<file path="src/hw/smsc_regs.vh">
// register offsets, field positions, reset values and timing counts for
// the master bus status and control block.
// assumes a 250 MHz core clock and byte addresses on the register port.
`ifndef SMSC_REGS_VH
`define SMSC_REGS_VH

// ----------------------------------------------------------------------
// register offsets
// ----------------------------------------------------------------------
`define SMSC_OFF_STATUS 12'h344
`define SMSC_OFF_CONTROL 12'h348
`define SMSC_OFF_IRQ_MASK 12'h3F0

// ----------------------------------------------------------------------
// status fields
// ----------------------------------------------------------------------
`define SMSC_ST_INIT_DONE 24
`define SMSC_ST_NO_ACK 25
`define SMSC_ST_LOST_ARB 26
`define SMSC_ST_MISPLACED 27
`define SMSC_ST_CHECKSUM 28
`define SMSC_ST_UNMAPPED 29
`define SMSC_ST_ERR_LSB 25
`define SMSC_ST_ERR_MSB 29
`define SMSC_STATUS_RST 32'h00000000

// ----------------------------------------------------------------------
// control fields
// ----------------------------------------------------------------------
`define SMSC_CT_PRESC_MSB 15
`define SMSC_CT_PRESC_LSB 0
`define SMSC_CT_IGN_MASTERS 16
`define SMSC_CT_IGN_CHECKSUM 17
`define SMSC_CT_TOUT_DIS 22
`define SMSC_PRESC_RST 16'h0139
`define SMSC_CONTROL_WMASK 32'h0043FFFF

// ----------------------------------------------------------------------
// timing
// ----------------------------------------------------------------------
`define SMSC_CLK_NS 4
`define SMSC_BASE_NS 32
`define SMSC_BASE_CYC ((`SMSC_BASE_NS + `SMSC_CLK_NS - 1) / `SMSC_CLK_NS)
`define SMSC_ARB_TRIES 16
`define SMSC_TOUT_US 25000
`define SMSC_TOUT_CYC (`SMSC_TOUT_US * 1000 / `SMSC_CLK_NS)

`endif

</file>
<file path="src/hw/smsc_top.v">
// status and control logic of the master bus interface: prescaler clock,
// arbitration retry and abort, error flags, init status, interrupt.
// assumes a bus engine that reports events as one-cycle pulses on mclk.
//
// Summary of operation
// RL1 - each of the first fifteen losses in a row asks for a retry, and the sixteenth loss in a row aborts the transaction and sets the lost-arbitration flag.
// RL2 - an unexpected negative acknowledge during a master transaction sets the no-acknowledge flag.
// RL3 - a start or stop condition seen in an unexpected place sets the misplaced-condition flag.
// RL4 - a bad init checksum or a missing configuration-done command sets the init checksum flag.
// RL5 - an init load aimed at a register that does not exist sets the unmapped-init flag.
// RL6 - in eeprom-init mode the read-only init-done bit sets when init finishes or an init error is found.
// RL7 - the prescaler clock period is 32 ns times the 16-bit prescaler field.
// RL8 - a prescaler field of zero or one stops the prescaler clock.
// RL9 - the prescaler field comes out of reset holding 0x0139 for 100 kHz.
// RL10 - with ignore-other-masters set, a lost arbitration neither retries nor aborts and the transaction goes on.
// RL11 - with ignore-checksum set, checksum failures are never reported.
// RL12 - with timeout-disable set, no bus timeout is ever detected.
// RL13 - an error flag stays set until a one is written to its bit, and a zero leaves it alone.
//
// The address-and-strobe port was decided locally.
`include "smsc_regs.vh"
`timescale 1ns/1ps
`default_nettype none

module smsc_top #(
    parameter TOUT_CYCLES = `SMSC_TOUT_CYC,
    parameter TOUT_W = 23
) (
    // clock and reset
    input wire mclk,
    input wire sys_rst,
    // register port
    input wire [11:0] reg_addr,
    input wire [31:0] reg_wdata,
    input wire reg_wr,
    input wire reg_rd,
    output reg [31:0] reg_rdata_r,
    // configuration strap
    input wire eeprom_init_mode,
    // events from the bus engine
    input wire txn_start,
    input wire arb_won,
    input wire arb_lost,
    input wire nack_seen,
    input wire misplaced_cond,
    input wire bus_clk_low,
    // events from the init sequencer
    input wire init_finished,
    input wire checksum_bad,
    input wire cfg_done_missing,
    input wire unmapped_init,
    // controls to the bus engine
    output reg presc_clk_r,
    output reg presc_tick_r,
    output reg arb_retry_r,
    output reg arb_abort_r,
    output reg ignore_masters_r,
    output reg bus_timeout_r,
    // interrupt
    output reg irq_r
);

    // ------------------------------------------------------------------
    // register file
    // ------------------------------------------------------------------
    reg [31:0] control_r;
    reg [4:0] err_r;
    reg [4:0] err_nxt;
    reg [4:0] mask_r;
    reg init_done_r;
    reg init_mode_r;
    reg strap_taken_r;
    reg [4:0] err_set;
    reg [4:0] err_clr;
    wire wr_status = reg_wr && (reg_addr == `SMSC_OFF_STATUS);
    wire wr_control = reg_wr && (reg_addr == `SMSC_OFF_CONTROL);
    wire wr_mask = reg_wr && (reg_addr == `SMSC_OFF_IRQ_MASK);
    wire [15:0] presc_w = control_r[`SMSC_CT_PRESC_MSB:`SMSC_CT_PRESC_LSB];
    wire ign_cs_w = control_r[`SMSC_CT_IGN_CHECKSUM];
    wire tout_dis_w = control_r[`SMSC_CT_TOUT_DIS];
    wire [31:0] status_w;
    reg lost_abort;

    assign status_w = {2'h0, err_r, init_done_r, 24'h000000};

    // ------------------------------------------------------------------
    // control register
    // ------------------------------------------------------------------
    always @(posedge mclk) begin
        if (sys_rst) begin
            // RL9 - boot prescaler value
            control_r <= {16'h0000, `SMSC_PRESC_RST};
            ignore_masters_r <= 1'b0;
        end else begin
            if (wr_control) begin
                control_r <= reg_wdata & `SMSC_CONTROL_WMASK;
            end
            ignore_masters_r <= wr_control ?
                reg_wdata[`SMSC_CT_IGN_MASTERS] :
                control_r[`SMSC_CT_IGN_MASTERS];
        end
    end

    // ------------------------------------------------------------------
    // error flags
    // ------------------------------------------------------------------
    always @* begin
        err_set = 5'h00;
        // RL2 - no acknowledge
        err_set[`SMSC_ST_NO_ACK - `SMSC_ST_ERR_LSB] = nack_seen;
        // RL1 - abort after losses
        err_set[`SMSC_ST_LOST_ARB - `SMSC_ST_ERR_LSB] = lost_abort;
        // RL3 - misplaced start or stop
        err_set[`SMSC_ST_MISPLACED - `SMSC_ST_ERR_LSB] = misplaced_cond;
        // RL4 - checksum or missing done
        // RL11 - checksum always passes
        err_set[`SMSC_ST_CHECKSUM - `SMSC_ST_ERR_LSB] =
            (checksum_bad && !ign_cs_w) || cfg_done_missing;
        // RL5 - unmapped init target
        err_set[`SMSC_ST_UNMAPPED - `SMSC_ST_ERR_LSB] = unmapped_init;
        err_clr = wr_status ?
            reg_wdata[`SMSC_ST_ERR_MSB:`SMSC_ST_ERR_LSB] : 5'h00;
        // RL13 - write one to clear, set wins
        err_nxt = (err_r & ~err_clr) | err_set;
    end

    always @(posedge mclk) begin
        if (sys_rst) begin
            err_r <= 5'h00;
            mask_r <= 5'h00;
            irq_r <= 1'b0;
        end else begin
            err_r <= err_nxt;
            if (wr_mask) begin
                mask_r <= reg_wdata[`SMSC_ST_ERR_MSB:`SMSC_ST_ERR_LSB];
            end
            // level interrupt follows the flags in the same cycle, from err_nxt
            irq_r <= |(err_nxt & (wr_mask ?
                reg_wdata[`SMSC_ST_ERR_MSB:`SMSC_ST_ERR_LSB] : mask_r));
        end
    end

    // ------------------------------------------------------------------
    // init status
    // ------------------------------------------------------------------
    // strap is caught on the first clock after reset release, not in reset
    always @(posedge mclk) begin
        if (sys_rst) begin
            strap_taken_r <= 1'b0;
            init_mode_r <= 1'b0;
            init_done_r <= 1'b0;
        end else begin
            if (!strap_taken_r) begin
                strap_taken_r <= 1'b1;
                init_mode_r <= eeprom_init_mode;
            end
            // RL6 - done on finish or error
            if (init_mode_r && (init_finished || cfg_done_missing ||
                    unmapped_init || (checksum_bad && !ign_cs_w))) begin
                init_done_r <= 1'b1;
            end
        end
    end

    // ------------------------------------------------------------------
    // read port
    // ------------------------------------------------------------------
    always @(posedge mclk) begin
        if (sys_rst) begin
            reg_rdata_r <= 32'h00000000;
        end else if (reg_rd) begin
            case (reg_addr)
                `SMSC_OFF_STATUS: reg_rdata_r <= status_w;
                `SMSC_OFF_CONTROL: reg_rdata_r <= control_r;
                `SMSC_OFF_IRQ_MASK: reg_rdata_r <= {2'h0, mask_r, 25'h0};
                default: reg_rdata_r <= 32'h00000000;
            endcase
        end else begin
            reg_rdata_r <= 32'h00000000;
        end
    end

    // ------------------------------------------------------------------
    // prescaler clock
    // ------------------------------------------------------------------
    // base tick every 32 ns; period counts whole base ticks, so the
    // prescaler output is coarse but glitch free
    localparam BASE_CYC = `SMSC_BASE_CYC;
    reg [3:0] base_cnt_r;
    reg [15:0] presc_cnt_r;
    wire presc_run = (presc_w > 16'h0001);
    wire base_tick = (base_cnt_r == BASE_CYC[3:0] - 4'h1);

    always @(posedge mclk) begin
        if (sys_rst) begin
            base_cnt_r <= 4'h0;
            presc_cnt_r <= 16'h0000;
            presc_clk_r <= 1'b0;
            presc_tick_r <= 1'b0;
        end else if (!presc_run) begin
            // RL8 - stopped at zero or one
            base_cnt_r <= 4'h0;
            presc_cnt_r <= 16'h0000;
            presc_clk_r <= 1'b0;
            presc_tick_r <= 1'b0;
        end else begin
            base_cnt_r <= base_tick ? 4'h0 : base_cnt_r + 4'h1;
            presc_tick_r <= 1'b0;
            if (base_tick) begin
                // RL7 - period of N base ticks
                if (presc_cnt_r >= presc_w - 16'h0001) begin
                    presc_cnt_r <= 16'h0000;
                    presc_tick_r <= 1'b1;
                    presc_clk_r <= 1'b1;
                end else begin
                    presc_cnt_r <= presc_cnt_r + 16'h0001;
                    if (presc_cnt_r + 16'h0001 >= {1'b0, presc_w[15:1]}) begin
                        presc_clk_r <= 1'b0;
                    end
                end
            end
        end
    end

    // ------------------------------------------------------------------
    // arbitration retry
    // ------------------------------------------------------------------
    localparam ARB_LAST = `SMSC_ARB_TRIES - 1;
    reg [4:0] loss_cnt_r;
    wire ign_om_w = control_r[`SMSC_CT_IGN_MASTERS];

    always @* begin
        lost_abort = arb_lost && !ign_om_w &&
            (loss_cnt_r == ARB_LAST[4:0]);
    end

    always @(posedge mclk) begin
        if (sys_rst) begin
            loss_cnt_r <= 5'h00;
            arb_retry_r <= 1'b0;
            arb_abort_r <= 1'b0;
        end else begin
            arb_retry_r <= 1'b0;
            arb_abort_r <= 1'b0;
            if (txn_start || arb_won) begin
                loss_cnt_r <= 5'h00;
            end else if (arb_lost && ign_om_w) begin
                // RL10 - other masters ignored
                loss_cnt_r <= 5'h00;
            end else if (arb_lost) begin
                // RL1 - retry then abort
                if (lost_abort) begin
                    loss_cnt_r <= 5'h00;
                    arb_abort_r <= 1'b1;
                end else begin
                    loss_cnt_r <= loss_cnt_r + 5'h01;
                    arb_retry_r <= 1'b1;
                end
            end
        end
    end

    // ------------------------------------------------------------------
    // bus timeout
    // ------------------------------------------------------------------
    reg [TOUT_W-1:0] tout_cnt_r;

    always @(posedge mclk) begin
        if (sys_rst) begin
            tout_cnt_r <= {TOUT_W{1'b0}};
            bus_timeout_r <= 1'b0;
        end else if (tout_dis_w || !bus_clk_low) begin
            // RL12 - timeouts disabled, or bus clock not held low
            tout_cnt_r <= {TOUT_W{1'b0}};
            bus_timeout_r <= 1'b0;
        end else begin
            bus_timeout_r <= 1'b0;
            if (tout_cnt_r == TOUT_CYCLES[TOUT_W-1:0] - 1'b1) begin
                tout_cnt_r <= {TOUT_W{1'b0}};
                bus_timeout_r <= 1'b1;
            end else begin
                tout_cnt_r <= tout_cnt_r + 1'b1;
            end
        end
    end

endmodule // smsc_top

`default_nettype wire

</file>
<file path="config.mk">
export PLATFORM = sky130hd
export DESIGN_NAME = smsc_top
export DESIGN_NICKNAME = d
export VERILOG_FILES = /design/src/hw/smsc_top.v
export VERILOG_INCLUDE_DIRS = /design/src /design/src/hw
export SDC_FILE = /design/constraint.sdc
export NUM_CORES = 1
export LEC_CHECK = 0
export ABC_AREA = 1
export BUFFER_PORTS_ARGS = -buffer_cell sky130_fd_sc_hd__buf_2
export CORE_MARGIN = 3
export CORE_UTILIZATION = 50
export CTS_CLUSTER_SIZE = 10
export DETAILED_ROUTE_END_ITERATION = 6
export PLACE_DENSITY = 0.81
export SETUP_SLACK_MARGIN = 0.02
export SLEW_MARGIN = 20
export SYNTH_ARGS = -nofsm -noshare
export SYNTH_HDL_FRONTEND = slang
export SYNTH_SLANG_ARGS = --single-unit
</file>
<file path="constraint.sdc">
create_clock -name mclk -period 3.8 [get_ports mclk]
set_input_delay 0.38 -clock mclk [delete_from_list [all_inputs] [get_ports mclk]]
set_output_delay 0.38 -clock mclk [all_outputs]
set_load 0.02 [all_outputs]
</file>
==> metrics.log <==
[metrics] share of layout cells above drive strength 1: 16.2%
[metrics] setup_tns: 0 ps
[metrics] register bit total from synthesis: 112
[metrics] die area: 12900 µm²
[metrics] half-perimeter wire length after placement: 9830 µm
[metrics] final slew viol count: 0
[metrics] leading post-synthesis cells by instance count: 164 x sky130_fd_sc_hd__nand2_1, 112 x sky130_fd_sc_hd__dfxtp_1, 82 x sky130_fd_sc_hd__inv_1
[metrics] Yosys Warn Count: 0
[metrics] synthesized instance count: 776
[metrics] worst setup path class: register to register
[metrics] number of antenna violations at the first check in global routing: 0
[metrics] number of violations reported at the end of detailed-routing iteration 0: 265
[metrics] total I/O pin count: 98
[metrics] Vert. Die Dim: 113 µm
[metrics] H-tree depth: 3
[metrics] area leader, netlist: sky130_fd_sc_hd__dfxtp_1
[metrics] CP endpoint kind: register
[metrics] all-layer global routing usage: 20.8%
[metrics] Period Utilization, post-route: 81.8%
[metrics] unrepaired setup endpoints after global routing: false
[metrics] distinct cell type count after synthesis: 38
[metrics] most frequently used cell type in the post-synthesis netlist: sky130_fd_sc_hd__nand2_1
[metrics] number of global-route vias before repair: 4854
[metrics] ys async rst share: 0%
[metrics] CTS resizes: 0
[metrics] most instantiated flip-flop cell in the synthesis netlist: sky130_fd_sc_hd__dfxtp_1
[metrics] WHS: 288 ps
[metrics] standard cell core area: 11100 µm²
[metrics] required time at the endpoint of the critical path: 4020 ps
[metrics] standard-cell rows: 38
[metrics] WL final: 13100 µm
[metrics] post-synthesis average cell area: 7.44 µm²
[metrics] gp weighted congestion: 0.886
[metrics] cell area after layout: 6590 µm²
[metrics] hold buffer count at cts: 0
[metrics] run status: finished clean
[metrics] count of buffers from port buffering: 82
[metrics] clock slew seen by the registers of the worst setup and hold paths: 70 ps
[metrics] biggest fanout along the worst timing path: 15
[metrics] clk_lat worst skew: 350 ps
[metrics] detailed-router iteration count before antenna repair: 5
[metrics] gr ovfl total: 0
[metrics] initial standard-cell utilization of the core: 52.1%
[metrics] Post-synth EDFFs: 0
[metrics] clock buffer count from CTS: 9
[metrics] post-route total power: 2.30 mW
[metrics] highest-delay cell along the critical path: sky130_fd_sc_hd__nor4_1
[metrics] area added between synthesis and finish: 14.0%
[metrics] final layout net count: 950
[metrics] sequential share of the synthesized area: 38.8%
[metrics] worst path buffer plus inverter count: 2
[metrics] Final Util: 59.5%
[metrics] path class of the lowest-slack min-delay path: primary input to register
[metrics] average wire per standard cell: 13.1 µm
[metrics] clock root buffer: sky130_fd_sc_hd__clkbuf_16
[metrics] Hold Vio Cnt, Final: 0
[metrics] final setup skew: 8.68 ps
[metrics] crit start category: register
[metrics] final critical delay including setup and external delays: 3110 ps
[metrics] peak ir drop on the vdd network: 0.308 mV
[metrics] Cell Area, Placed: 6270 µm²
[metrics] maximum capacitance violations: 0
[metrics] DIE WIDTH: 113 µm
[metrics] Worst EP arrival: 3330 ps
[metrics] wire length of the first global-routing pass: 21900 µm
[metrics] area of the mapped netlist: 5780 µm²
[metrics] maximum number of pins on one net before global-route repair: 34
[metrics] worst max-slew margin expressed relative to the limit: 42.3%
[metrics] post-synth top area share: 38.8%
[metrics] via count of the routed design: 5149
[metrics] DRC violation count after routing: 0
[metrics] most numerous cell on the critical path: sky130_fd_sc_hd__nand2_1
[metrics] cell leakage power: 2.99 nW
[metrics] CTS Sinks: 112
[metrics] family with the most delay on the worst path: simple AND/OR/NAND/NOR gates
[metrics] count of antenna diodes in the layout: 0
[metrics] slew at the pin closest to its max-slew limit: 864 ps
[metrics] power density normalized to cell area: 349 nW/µm²
[metrics] setup repair bufs after CTS: 0
[metrics] average via count per standard cell: 5.16
[metrics] maximum count of clock buffers along a single path: 2
[metrics] DRT antenna net count: 0
[metrics] TritonCTS clock tree: yes
[metrics] setup-violating endpoint count in the final report: 0
[metrics] main area contributors after synthesis: sky130_fd_sc_hd__dfxtp_1 39%, sky130_fd_sc_hd__nand2_1 11%, sky130_fd_sc_hd__ha_1 8.0%
[metrics] chain of cells forming the critical path: inv_1, ha_1, nand2_1, nor2_1, nand2_1, nor3_2, nand3_1, xor2_1, inv_1, ha_1, nand2_1, nor4_1, nand2_1, nand3_1, nand2_1, nand2_2, a21oi_1
[metrics] Crit path largest cell delay: 350 ps
[metrics] Fmax achieved: 322 MHz
-- cells by family after synthesis --
kind of cell / Yosys count / share of synthesized area [%]
compound gates: 101 / 9.08
xor+xnor: 37 / 5.61
fa+ha+maj: 37 / 8.02
buf+inv: 118 / 8.51
flops: 112 / 38.8
other cells: 1 / 0.0649
simple gates: 370 / 29.9
-- routing by layer --
metal	vias up	share of wire, %	GRT usage (%)
met1	2339	42	24.7
li1	2674	-	-
met2	119	51	37.3
met3	17	4.9	4.83
met5	-	0	0
met4	0	1.5	5.69
-- power breakdown --
group	internal [mW]	switching, mW	leakage [nW]
sequential	1.18	0.00625	0.905
combinational	0.0329	0.0579	1.93
clock	0.584	0.438	0.153
-- stage by stage --
stage / setup WS, ps / std cells
2_1_floorplan: 1100 / 782
3_3_place_gp: 811 / 983
3_5_place_dp: 708 / 983
4_1_cts: 691 / 998
5_1_grt: 294 / 998
6_report: 693 / 998
-- final cells by class --
class / instances / area [µm²]
clock buffer: 10 / 229
multi-input combinational: 552 / 3060
tap: 140 / 175
fill: 1020 / 4490
clock inverter: 5 / 90.1
timing repair buffer: 85 / 433
sequential: 112 / 2240
inverter: 94 / 353
-- tightest hold or removal path: stages --
cell and delay [ps]:
sky130_fd_sc_hd__buf_2 90, sky130_fd_sc_hd__inv_1 60, sky130_fd_sc_hd__a21oi_1 60
-- registers in the layout (all words and copies together), names as in the netlist, 4 cells and up --
name	cells
control_r	19
err_r	5
tout_cnt_r	23
loss_cnt_r	5
reg_rdata_r	25
mask_r	5
base_cnt_r	4
presc_cnt_r	16
-- path summary, 6_finish.rpt --
| check | startpoint | depth (start not counted) | endpoint | slack (ps) |
|---|---|---|---|---|
| worst max-delay path | control_r[0] | 17 | presc_cnt_r[6] | 690 |
| worst min-delay path | nack_seen | 3 | err_r[0] | 290 |
| worst max register to register | control_r[0] | 17 | presc_cnt_r[6] | 690 |
| worst min register to register | strap_taken_r | 1 | init_mode_r | 430 |
-- layout by cell type, fill, tap and decap left out, drive strengths merged, types with 20 or more instances in the layout --
master,n
inv,94
ha,37
nand3,44
nor2,79
xor2,34
buf,85
nand4,20
o21ai,26
nor3,36
dfxtp,112
a21oi,69
nand2,170
(Power assumes the default switching activity.)
